## config.mk

```make
export PLATFORM = sky130hd
export DESIGN_NAME = pgbs_skipper
export DESIGN_NICKNAME = d
export VERILOG_FILES = /design/src/rtl/pgbs_skipper.v
export VERILOG_INCLUDE_DIRS = /design/src /design/src/rtl
export SDC_FILE = /design/constraint.sdc
export NUM_CORES = 1
export LEC_CHECK = 0
export BUFFER_PORTS_ARGS = -buffer_cell sky130_fd_sc_hd__buf_4
export CELL_PAD_IN_SITES_DETAIL_PLACEMENT = 1
export CELL_PAD_IN_SITES_GLOBAL_PLACEMENT = 1
export CORE_AREA = 2 2 75 149
export CTS_CLUSTER_DIAMETER = 80
export DETAILED_ROUTE_END_ITERATION = 8
export DIE_AREA = 0 0 77 151
export GPL_TIMING_DRIVEN = 0
export HOLD_SLACK_MARGIN = 0.05
export PLACE_DENSITY_LB_ADDON = 0.1
export SLEW_MARGIN = 10
export SYNTH_ARGS = -nofsm -noshare
export SYNTH_HDL_FRONTEND = slang
export SYNTH_SLANG_ARGS = --single-unit
```

## constraint.sdc

```tcl
create_clock -name ref_clk_i -period 8.3 [get_ports ref_clk_i]
set_input_delay 0.415 -clock ref_clk_i [delete_from_list [all_inputs] [get_ports ref_clk_i]]
set_output_delay 0.415 -clock ref_clk_i [all_outputs]
set_load 0.01 [all_outputs]
```

## src/rtl/pgbs_regs.vh

```
// Purpose: Constants for the generic message block skipper.
// Assumes: Byte stream, header packed most significant bit first.
// Notes: No software registers; all steering is by ports.
// How it works
// - Types five to fifteen are generic blocks.
// - Reserved bits accepted with any value.
// - Nine-bit body size read from header.
// - Block length is body size plus five.
// - Body limit 343 on 4K, 511 on 8K.
// - Last three octets hold CRC-24-D over block.
// - Unsupported type blocks are discarded whole.
`ifndef PGBS_REGS_VH
`define PGBS_REGS_VH
`define PGBS_TYPE_MIN 4'h5
`define PGBS_TYPE_MAX 4'hF
`define PGBS_TYPE_HI 7
`define PGBS_TYPE_LO 4
`define PGBS_RSV_HI 3
`define PGBS_RSV_LO 1
`define PGBS_SIZE_MSB 0
`define PGBS_EXTRA 10'h005
`define PGBS_MAX_4K 9'h157
`define PGBS_CRC_LEN 10'h003
`define PGBS_CRC_POLY 24'h864CFB
`define PGBS_CRC_INIT 24'h000000
`define PGBS_ST_HDR0 2'h0
`define PGBS_ST_HDR1 2'h1
`define PGBS_ST_BODY 2'h2
`define PGBS_ST_CRC 2'h3
`define PGBS_CNT_ZERO 10'h000
`define PGBS_CNT_ONE 10'h001
`define PGBS_SIZE_ZERO 9'h000
`define PGBS_BYTE_ZERO 8'h00
`define PGBS_RSV_ZERO 3'h0
`define PGBS_TYPE_ZERO 4'h0
`define PGBS_CRC_ZERO 24'h000000
`endif

```

## src/rtl/pgbs_skipper.v

```verilog
// Purpose: Parses generic message blocks and skips unsupported ones.
// Assumes: Bytes come one per cycle from logic on the same clock.
// Notes: Supported types are chosen by a 16-bit mask input.
`timescale 1ns/1ps
`include "pgbs_regs.vh"
module pgbs_skipper
(
  // Clock and reset
  input wire ref_clk_i,
  input wire rst_i,
  // Byte stream in
  input wire byte_valid_i,
  input wire [7:0] byte_data_i,
  input wire blk_start_i,
  // Configuration
  input wire fft_4k_i,
  input wire [15:0] supported_mask_i,
  // Forwarded bytes of supported blocks
  output reg fwd_valid_o,
  output reg [7:0] fwd_data_o,
  // Block status
  output reg blk_done_o,
  output reg blk_generic_o,
  output reg blk_skipped_o,
  output reg blk_crc_ok_o,
  output reg blk_size_err_o,
  output reg [3:0] blk_type_o,
  output reg [2:0] reserved_bits_o,
  output reg [8:0] body_size_o,
  output wire busy_o
);
  reg [1:0] state_reg;
  reg [1:0] state_next;
  reg [9:0] count_reg;
  reg [9:0] count_next;
  reg [23:0] crc_reg;
  reg [23:0] rx_crc_reg;
  reg [7:0] hdr0_reg;
  reg skip_reg;
  reg [23:0] crc_step;
  integer i;
  wire [1:0] cur_state;
  wire at_hdr0;
  wire [3:0] cur_type;
  wire type_generic;
  wire type_supported;
  wire [8:0] size_now;
  wire last_byte;
  wire [23:0] crc_final;

  // A resync strobe makes this octet header octet 0, whatever the walk believed.
  assign cur_state = blk_start_i ? `PGBS_ST_HDR0 : state_reg;
  assign at_hdr0 = (cur_state == `PGBS_ST_HDR0);
  assign cur_type = hdr0_reg[`PGBS_TYPE_HI:`PGBS_TYPE_LO];
  // Any type from five up, a 4-bit field cannot exceed fifteen.
  assign type_generic = (cur_type >= `PGBS_TYPE_MIN);
  assign type_supported = supported_mask_i[cur_type];
  assign size_now = {hdr0_reg[`PGBS_SIZE_MSB], byte_data_i};
  assign last_byte = (cur_state == `PGBS_ST_CRC) && (count_reg == `PGBS_CNT_ONE);
  assign crc_final = {rx_crc_reg[15:0], byte_data_i};
  assign busy_o = (state_reg != `PGBS_ST_HDR0);

  // Header octet 0 starts from the seed, so a finished block's value never leaks in.
  always @*
  begin
    crc_step = at_hdr0 ? `PGBS_CRC_INIT : crc_reg;
    for (i = 7; i >= 0; i = i - 1)
    begin
      if (crc_step[23] ^ byte_data_i[i])
        crc_step = {crc_step[22:0], 1'b0} ^ `PGBS_CRC_POLY;
      else
        crc_step = {crc_step[22:0], 1'b0};
    end
  end

  always @*
  begin
    state_next = state_reg;
    if (byte_valid_i)
    begin
      case (cur_state)
        `PGBS_ST_HDR0:
          state_next = `PGBS_ST_HDR1;
        `PGBS_ST_HDR1:
          state_next = (size_now == `PGBS_SIZE_ZERO) ? `PGBS_ST_CRC : `PGBS_ST_BODY;
        `PGBS_ST_BODY:
          if (count_reg == `PGBS_CNT_ONE)
            state_next = `PGBS_ST_CRC;
        `PGBS_ST_CRC:
          if (count_reg == `PGBS_CNT_ONE)
            state_next = `PGBS_ST_HDR0;
        default:
          state_next = `PGBS_ST_HDR0;
      endcase
    end
  end

  always @*
  begin
    count_next = count_reg;
    case (cur_state)
      `PGBS_ST_HDR1:
        // Body octets left; two header octets are gone, and the check field is counted once the body ends.
        count_next = (size_now == `PGBS_SIZE_ZERO) ? `PGBS_CRC_LEN : {1'b0, size_now};
      `PGBS_ST_BODY:
        count_next = (count_reg == `PGBS_CNT_ONE) ? `PGBS_CRC_LEN : count_reg - `PGBS_CNT_ONE;
      `PGBS_ST_CRC:
        count_next = count_reg - `PGBS_CNT_ONE;
      default:
        count_next = count_reg;
    endcase
  end

  always @(posedge ref_clk_i or posedge rst_i)
  begin
    if (rst_i)
    begin
      state_reg <= `PGBS_ST_HDR0;
      count_reg <= `PGBS_CNT_ZERO;
    end
    else
    begin
      state_reg <= state_next;
      if (byte_valid_i)
        count_reg <= count_next;
    end
  end

  always @(posedge ref_clk_i or posedge rst_i)
  begin
    if (rst_i)
    begin
      crc_reg <= `PGBS_CRC_INIT;
      rx_crc_reg <= `PGBS_CRC_ZERO;
    end
    else if (byte_valid_i)
    begin
      // Check octets are collected, never folded into the running value.
      if (cur_state == `PGBS_ST_CRC)
        rx_crc_reg <= crc_final;
      else
        crc_reg <= crc_step;
    end
  end

  always @(posedge ref_clk_i or posedge rst_i)
  begin
    if (rst_i)
    begin
      hdr0_reg <= `PGBS_BYTE_ZERO;
      skip_reg <= 1'b0;
    end
    else if (byte_valid_i)
    begin
      if (at_hdr0)
      begin
        hdr0_reg <= byte_data_i;
        skip_reg <= 1'b0;
      end
      else if (cur_state == `PGBS_ST_HDR1)
        skip_reg <= !type_supported;
    end
  end

  always @(posedge ref_clk_i or posedge rst_i)
  begin
    if (rst_i)
    begin
      reserved_bits_o <= `PGBS_RSV_ZERO;
      blk_type_o <= `PGBS_TYPE_ZERO;
      body_size_o <= `PGBS_SIZE_ZERO;
      blk_generic_o <= 1'b0;
      blk_size_err_o <= 1'b0;
    end
    else if (byte_valid_i && cur_state == `PGBS_ST_HDR1)
    begin
      // Reserved bits are passed on, never checked.
      reserved_bits_o <= hdr0_reg[`PGBS_RSV_HI:`PGBS_RSV_LO];
      blk_type_o <= cur_type;
      body_size_o <= size_now;
      blk_generic_o <= type_generic;
      // Oversize on 4K is flagged, yet the block is still walked to keep framing.
      blk_size_err_o <= fft_4k_i && (size_now > `PGBS_MAX_4K);
    end
  end

  always @(posedge ref_clk_i or posedge rst_i)
  begin
    if (rst_i)
    begin
      fwd_valid_o <= 1'b0;
      fwd_data_o <= `PGBS_BYTE_ZERO;
    end
    else
    begin
      fwd_valid_o <= 1'b0;
      if (byte_valid_i)
      begin
        fwd_data_o <= byte_data_i;
        // Discarded blocks never reach the forward port.
        if (cur_state == `PGBS_ST_HDR1)
          fwd_valid_o <= type_supported;
        else if (!at_hdr0)
          fwd_valid_o <= !skip_reg;
      end
    end
  end

  always @(posedge ref_clk_i or posedge rst_i)
  begin
    if (rst_i)
    begin
      blk_done_o <= 1'b0;
      blk_skipped_o <= 1'b0;
      blk_crc_ok_o <= 1'b0;
    end
    else
    begin
      blk_done_o <= 1'b0;
      if (byte_valid_i && last_byte)
      begin
        blk_done_o <= 1'b1;
        blk_skipped_o <= skip_reg;
        blk_crc_ok_o <= (crc_final == crc_reg);
      end
    end
  end
endmodule

```

==> results of run 1 <==
where the power goes:
group / switching [uW] / internal, uW
Combinational: 680 / 675
Clock: 187 / 297
Sequential: 169 / 631
Total: 1040 / 1600
path summary, 6_finish.rpt:
check / startpoint / depth (start not counted) / end
max: state_reg[1] / 9 / crc_reg[23]
min: rst_i / 2 / count_reg[7]
max reg2reg: state_reg[1] / 9 / crc_reg[23]
min reg2reg: blk_crc_ok_o / 2 / blk_crc_ok_o
max in group asynchronous: rst_i / 3 / rx_crc_reg[6]
min in group ref_clk_i: fft_4k_i / 3 / blk_size_err_o
cells by family after synthesis:
kind of cell	after synthesis	synth area share
fa+ha+maj	6	0.0147
compound gates	68	0.0759
flops	91	0.444
simple gates	113	0.104
mux	56	0.134
xor+xnor	104	0.198
buf+inv	37	0.0298
routing by layer:
| layer | global-route usage | vias to the layer above | wire length [um] |
|---|---|---|---|
| met1 | 0.275 | 1987 | 5230 |
| met5 | 0 | - | 0 |
| met4 | 0.196 | 0 | 951 |
| li1 | - | 1728 | - |
| met3 | 0.0304 | 47 | 410 |
| met2 | 0.558 | 120 | 9050 |
synthesized netlist by cell type, types with 8 or more instances:
master,instances
mux2_2,51
nor2b_1,10
clkbuf_1,17
a21oi_1,10
nor2_1,27
xnor2_1,64
xor2_1,32
inv_1,8
nand2_1,44
dfrtp_1,91
nand2b_1,8
o21ai_0,42
buf_2,8
final cells by class:
cell class                      count  area (um2)  share of cell area
Multi-Input combinational cell    347        2690               0.442
Sequential cell                    91        2280               0.374
Timing Repair Buffer               57         448              0.0735
Clock buffer                        9         225              0.0370
Tap cell                          137         171              0.0281
Buffer                             29         123              0.0201
Clock inverter                      7         121              0.0199
Inverter                            8        32.5             0.00534
through the flow:
step	setup WS [ns]	power, uW	instances	cell area [um2]	utilization
6_report	4.77	2640	685	6090	0.581
5_1_grt	4.64	2790	685	6090	0.581
4_1_cts	4.75	2650	685	6090	0.581
3_5_place_dp	4.63	2150	669	5750	0.548
3_3_place_gp	4.32	2090	668	5720	0.545
2_1_floorplan	5.39	1740	475	5120	-
critical path, stage by stage (launching register included):
cell and delay, ns:
dfrtp_1 0.39, nand2b_1 0.16, clkbuf_1 0.50, ha_1 0.42, nor2b_4 0.09, xnor2_4 0.24
xor3_2 0.56, xor2_2 0.34, xnor3_1 0.45, mux2_2 0.26
==> flow_metrics.py, run 1 <==
metrics = {
    "drt": {
        "routed_via_density": 5.67,
        "drc": 0,
        "avgRoutedWirePerCell_um": 22.8,
        "drtIter0Drc": 178,
        "drtPass1Iterations": 4,
        "drtAntennaViolNets": 0,
        "via_count": 3882,
        "drt_wl_total_um": 15600,
    },
    "timing": {
        "worst_pin_slew_ns": 0.940,
        "finalHoldViolCount": 0,
        "finalSetupViolations": 0,
        "skew_ns": 0.0120,
        "hold-worst-slack_ns": 0.116,
        "period_needed_ns": 3.53,
        "finalSetupTns_ns": 0,
        "period_share": 0.425,
        "max_slew_margin": 0.374,
        "finalMaxSlewViolations": 0,
        "rsz0062_at_grt": "no",
        "fmax_mhz": 283,
    },
    "finish": {
        "drive_above_1_share": 0.272,
        "final_common_cell": "dfrtp_1",
        "n_antenna_cell": 0,
        "largest_register_ff_count": 24,
        "final_nets": 578,
        "final_cell_mix": "91 x dfrtp_1, 64 x xnor2_1, 57 x buf_4",
        "areaGrowthSynthToFinish_pct": 18.9,
        "fillCellCount": 1212,
    },
    "grt": {
        "grt_first_pass_wirelength_um": 24700,
        "grt.overflow.total": 0,
        "grt_usage": 0.286,
        "grt_max_degree": 55,
        "antenna_found_initial": 0,
        "first_global_vias": 4556,
    },
    "worst_setup_path": {
        "path_class": "reg -> reg",
        "cp.arrival_ns": 3.76,
        "rrSetupSlack_ns": 4.77,
        "crit_fanout": 11,
        "startpoint_type": "flop",
        "critPathCaptureType": "flop",
        "critical_path_required_ns": 8.53,
    },
    "floorplan": {
        "chipHeight_um": 151,
        "core_um2": 10500,
        "die_area_um2": 11600,
        "io_pins": 60,
        "start_util": 0.489,
        "die_x_um": 77,
        "rows": 53,
    },
    "logic_synthesis": {
        "synth-seq-cells": 91,
        "synth.largest_area_cell": "dfrtp_1",
        "ys_top_cells_by_area": "dfrtp_1 44%, mux2_2 11%, xnor2_1 11%",
        "synthesis.area_um2": 5120,
        "synth_cell_types": 41,
        "synth.top_cell.area_share": 0.444,
        "yosysSeqAreaShare": 0.444,
        "syn_nets": 510,
        "ys_warn_count": 0,
        "syn_inst": 475,
        "synth-main-ff-cell": "dfrtp_1",
        "synth-edff-count": 0,
        "postSynth.asyncResetShare": 1.00,
        "syn_area_per_cell_um2": 10.8,
    },
    "clocking": {
        "root_buffer": "clkbuf_16",
        "clkTransAtPathRegs_ns": 0.07,
        "clock_path_buffers": 2,
        "cts.sinks": 91,
        "cts_made_buffers": 9,
        "hold_buffers": 0,
        "htree_levels": 3,
        "post_cts_buffers": 0,
        "cts_tree": "yes",
        "cts_resized": 0,
        "worst_skew_pair.late_latency_ns": 0.34,
    },
    "job": {
        "max_cap_violations": 0,
    },
    "placement": {
        "gp_congestion": 0.850,
        "dpl.hpwl_um": 11600,
        "port_buffers": 56,
    },
    "pwr": {
        "leakage_uw": 0.00267,
        "worst_ir_drop_vdd_v": 0.000237,
        "power_density_nw_per_um2": 433,
    },
    "run_status": {
        "status": "completed",
    },
    "hold_path": {
        "min_path_type": "in -> async",
    },
}
(Power assumes the default switching activity.)
==> run 2, diff against run 1 <==
--- a/config.mk
+++ b/config.mk
@@ -9,10 +9,10 @@
 export BUFFER_PORTS_ARGS = -buffer_cell sky130_fd_sc_hd__buf_4
 export CELL_PAD_IN_SITES_DETAIL_PLACEMENT = 1
 export CELL_PAD_IN_SITES_GLOBAL_PLACEMENT = 1
-export CORE_AREA = 2 2 75 149
+export CORE_AREA = 2 2 78 155
 export CTS_CLUSTER_DIAMETER = 80
 export DETAILED_ROUTE_END_ITERATION = 8
-export DIE_AREA = 0 0 77 151
+export DIE_AREA = 0 0 80 157
 export GPL_TIMING_DRIVEN = 0
 export HOLD_SLACK_MARGIN = 0.05
 export PLACE_DENSITY_LB_ADDON = 0.1
==> constraint.sdc (replaced) <==
create_clock -name ref_clk_i -period 3.3 [get_ports ref_clk_i]
set_input_delay 0.165 -clock ref_clk_i [delete_from_list [all_inputs] [get_ports ref_clk_i]]
set_output_delay 0.165 -clock ref_clk_i [all_outputs]
set_load 0.01 [all_outputs]
==> run 2 against run 1 <==
Effect of this change:
- largest power group unchanged
- fmax up 13%
- clock skew down 0.0060 ns
- critical endpoint unchanged
- setup slack worse by 4.6 ns
- sequential share of layout area up 0.19 points
==> flow_metrics.py, run 2 (same netlist as run 1, synthesis figures left out) <==
metrics = {
    "clocking": {
        "clkTransAtPathRegs_ns": 0.07,
        "worst_skew_pair.late_latency_ns": 0.35,
        "htree_levels": 3,
        "cts_tree": "yes",
        "post_cts_buffers": 0,
        "root_buffer": "clkbuf_16",
        "clock_path_buffers": 2,
        "cts.sinks": 91,
        "cts_made_buffers": 9,
    },
    "timing": {
        "finalMaxSlewViolations": 0,
        "worst_pin_slew_ns": 0.920,
        "finalHoldViolCount": 0,
        "max_slew_margin": 0.386,
        "finalSetupViolations": 0,
        "rsz0062_at_grt": "no",
        "period_needed_ns": 3.13,
        "fmax_mhz": 319,
        "skew_ns": 0.00605,
        "period_share": 0.949,
    },
    "placement": {
        "place_area_um2": 5750,
        "gp_congestion": 0.895,
        "dp_cells": 674,
        "dpl.hpwl_um": 11700,
        "port_buffers": 56,
    },
    "finish": {
        "areaGrowthSynthToFinish_pct": 18.3,
        "multi_input_area_um2": 2700,
        "drive_above_1_share": 0.271,
        "final_common_cell": "dfrtp_1",
        "postLayoutCoreUtil": 0.537,
        "largest_register_ff_count": 24,
        "final_nets": 579,
        "final_cell_mix": "91 x dfrtp_1, 64 x xnor2_1, 57 x buf_4",
        "final_cell_area_um2": 6060,
        "seqCellArea_um2": 2280,
        "fillCellCount": 1245,
        "n_antenna_cell": 0,
        "final_cells": 691,
    },
    "worst_setup_path": {
        "rrSetupSlack_ns": 0.17,
        "r2r_cells": 9,
        "critPathCaptureType": "flop",
        "worstReg2RegEnd": "crc_reg[23]",
        "path_cells": "nand2b_1, buf_2, ha_2, nor2b_4, xnor2_4, xor3_2, xor2_2, xnor3_1, mux2_2",
        "crit_fanout": 11,
        "path_class": "reg -> reg",
        "r2r_start": "state_reg[1]",
        "slowest_stage": "xor3_2",
        "slowest_delay_ns": 0.57,
        "cp.arrival_ns": 3.37,
        "crit_buf_inv": 1,
        "critical_path_required_ns": 3.53,
        "startpoint_type": "flop",
        "crit_family": "XOR/XNOR gates",
    },
    "pwr": {
        "p_switching_uw": 2580,
        "power_density_nw_per_um2": 1070,
        "leakage_uw": 0.00264,
        "worst_ir_drop_vdd_v": 0.000444,
        "sw_frac_of_total": 0.398,
        "power_uw": 6470,
        "p_int_uw": 3900,
        "power_frac_seq": 0.310,
        "pwr-share-clk": 0.162,
        "combPwrFrac": 0.529,
    },
    "grt": {
        "antenna_found_initial": 0,
        "grtUsageMet3": 0.0344,
        "grt_use_met2": 0.512,
        "grt_usage": 0.266,
        "first_global_vias": 4425,
        "grt-busiest-layer": "met2",
        "grt.overflow.total": 0,
        "met1_usage": 0.252,
        "grt_first_pass_wirelength_um": 24300,
        "grt_max_degree": 57,
    },
    "drt": {
        "routed_via_density": 5.57,
        "drtAntennaViolNets": 0,
        "avgRoutedWirePerCell_um": 22.1,
        "drt_wl_total_um": 15300,
        "drtPass1Iterations": 4,
        "drtIter0Drc": 161,
        "via_count": 3846,
        "drc": 0,
    },
    "run_status": {
        "status": "completed",
    },
    "hold_path": {
        "worstHoldEndpoint": "blk_size_err_o",
        "holdCritStartpoint": "fft_4k_i",
        "min_path_type": "in -> reg",
        "hold_depth": 3,
    },
    "floorplan": {
        "chipHeight_um": 157,
        "rows": 55,
        "die_x_um": 80,
        "die_area_um2": 12600,
        "core_um2": 11300,
        "start_util": 0.454,
        "io_pins": 60,
    },
    "job": {
        "max_cap_violations": 0,
    },
}
## run 2: cell type report
| type | instances | area share |
|---|---|---|
| plain buffers | 29 | 0.0204 |
| clock buffers | 12 | 0.0407 |
| clock inverters | 4 | 0.00826 |
| inverters | 8 | 0.00537 |
| multi-input cells | 347 | 0.445 |
| flip-flops and latches | 91 | 0.376 |
| well taps | 142 | 0.0293 |
| repair buffers | 58 | 0.0755 |
## run 2: timing repair
action / 4_1_cts / 5_1_grt
endpoints found under the hold margin: 35 / 0
pin swaps: 0 / 0
endpoints found under the setup margin: 2 / 2
gates resized for setup: 1 / 2
hold buffers: 1 / 0
## run 2: tightest hold or removal path, delay by kind of cell
kind	cells	cell delay, ns
AO/OA/AOI/OAI	1	0.08
AND/OR/NAND/NOR	1	0.08
buffers and inverters	1	0.11
## run 2: routing by layer
| metal | routed length, um | vias up |
|---|---|---|
| met2 | 8860 | 109 |
| met1 | 5070 | 1954 |
| li1 | - | 1738 |
| met3 | 443 | 45 |
| met5 | 0 | - |
| met4 | 914 | 0 |
## run 2: power groups by stage
stage | clock network, uW | registers [uW] | logic (uW)
detailed placement | 0 | 2020 | 3410
floorplan | 0 | 1950 | 2440
finish | 1050 | 2000 | 3420
global placement | 0 | 1990 | 3310
global route | 1110 | 2080 | 3710
CTS | 1070 | 2010 | 3440
## run 2: worst max-delay path by stage
| stage | start | end | cells after the start |
|---|---|---|---|
| floorplan | state_reg[1] | crc_reg[23] | 9 |
| global placement | rst_i | crc_reg[8] | 2 |
| detailed placement | state_reg[1] | crc_reg[23] | 9 |
| CTS | state_reg[1] | crc_reg[23] | 9 |
| global route | state_reg[1] | crc_reg[23] | 9 |
| finish | state_reg[1] | crc_reg[23] | 9 |
## run 2: per-stage QoR
step / TNS [ns] / hold slack [ns] / worst slack [ns]
2_1_floorplan: 0 / 0.333 / 0.464
3_3_place_gp: -39.87 / 0.468 / -0.448
3_5_place_dp: -0.218 / 0.244 / -0.178
4_1_cts: 0 / 0.135 / 0.0551
5_1_grt: 0 / 0.162 / 0.0228
6_report: 0 / 0.135 / 0.168
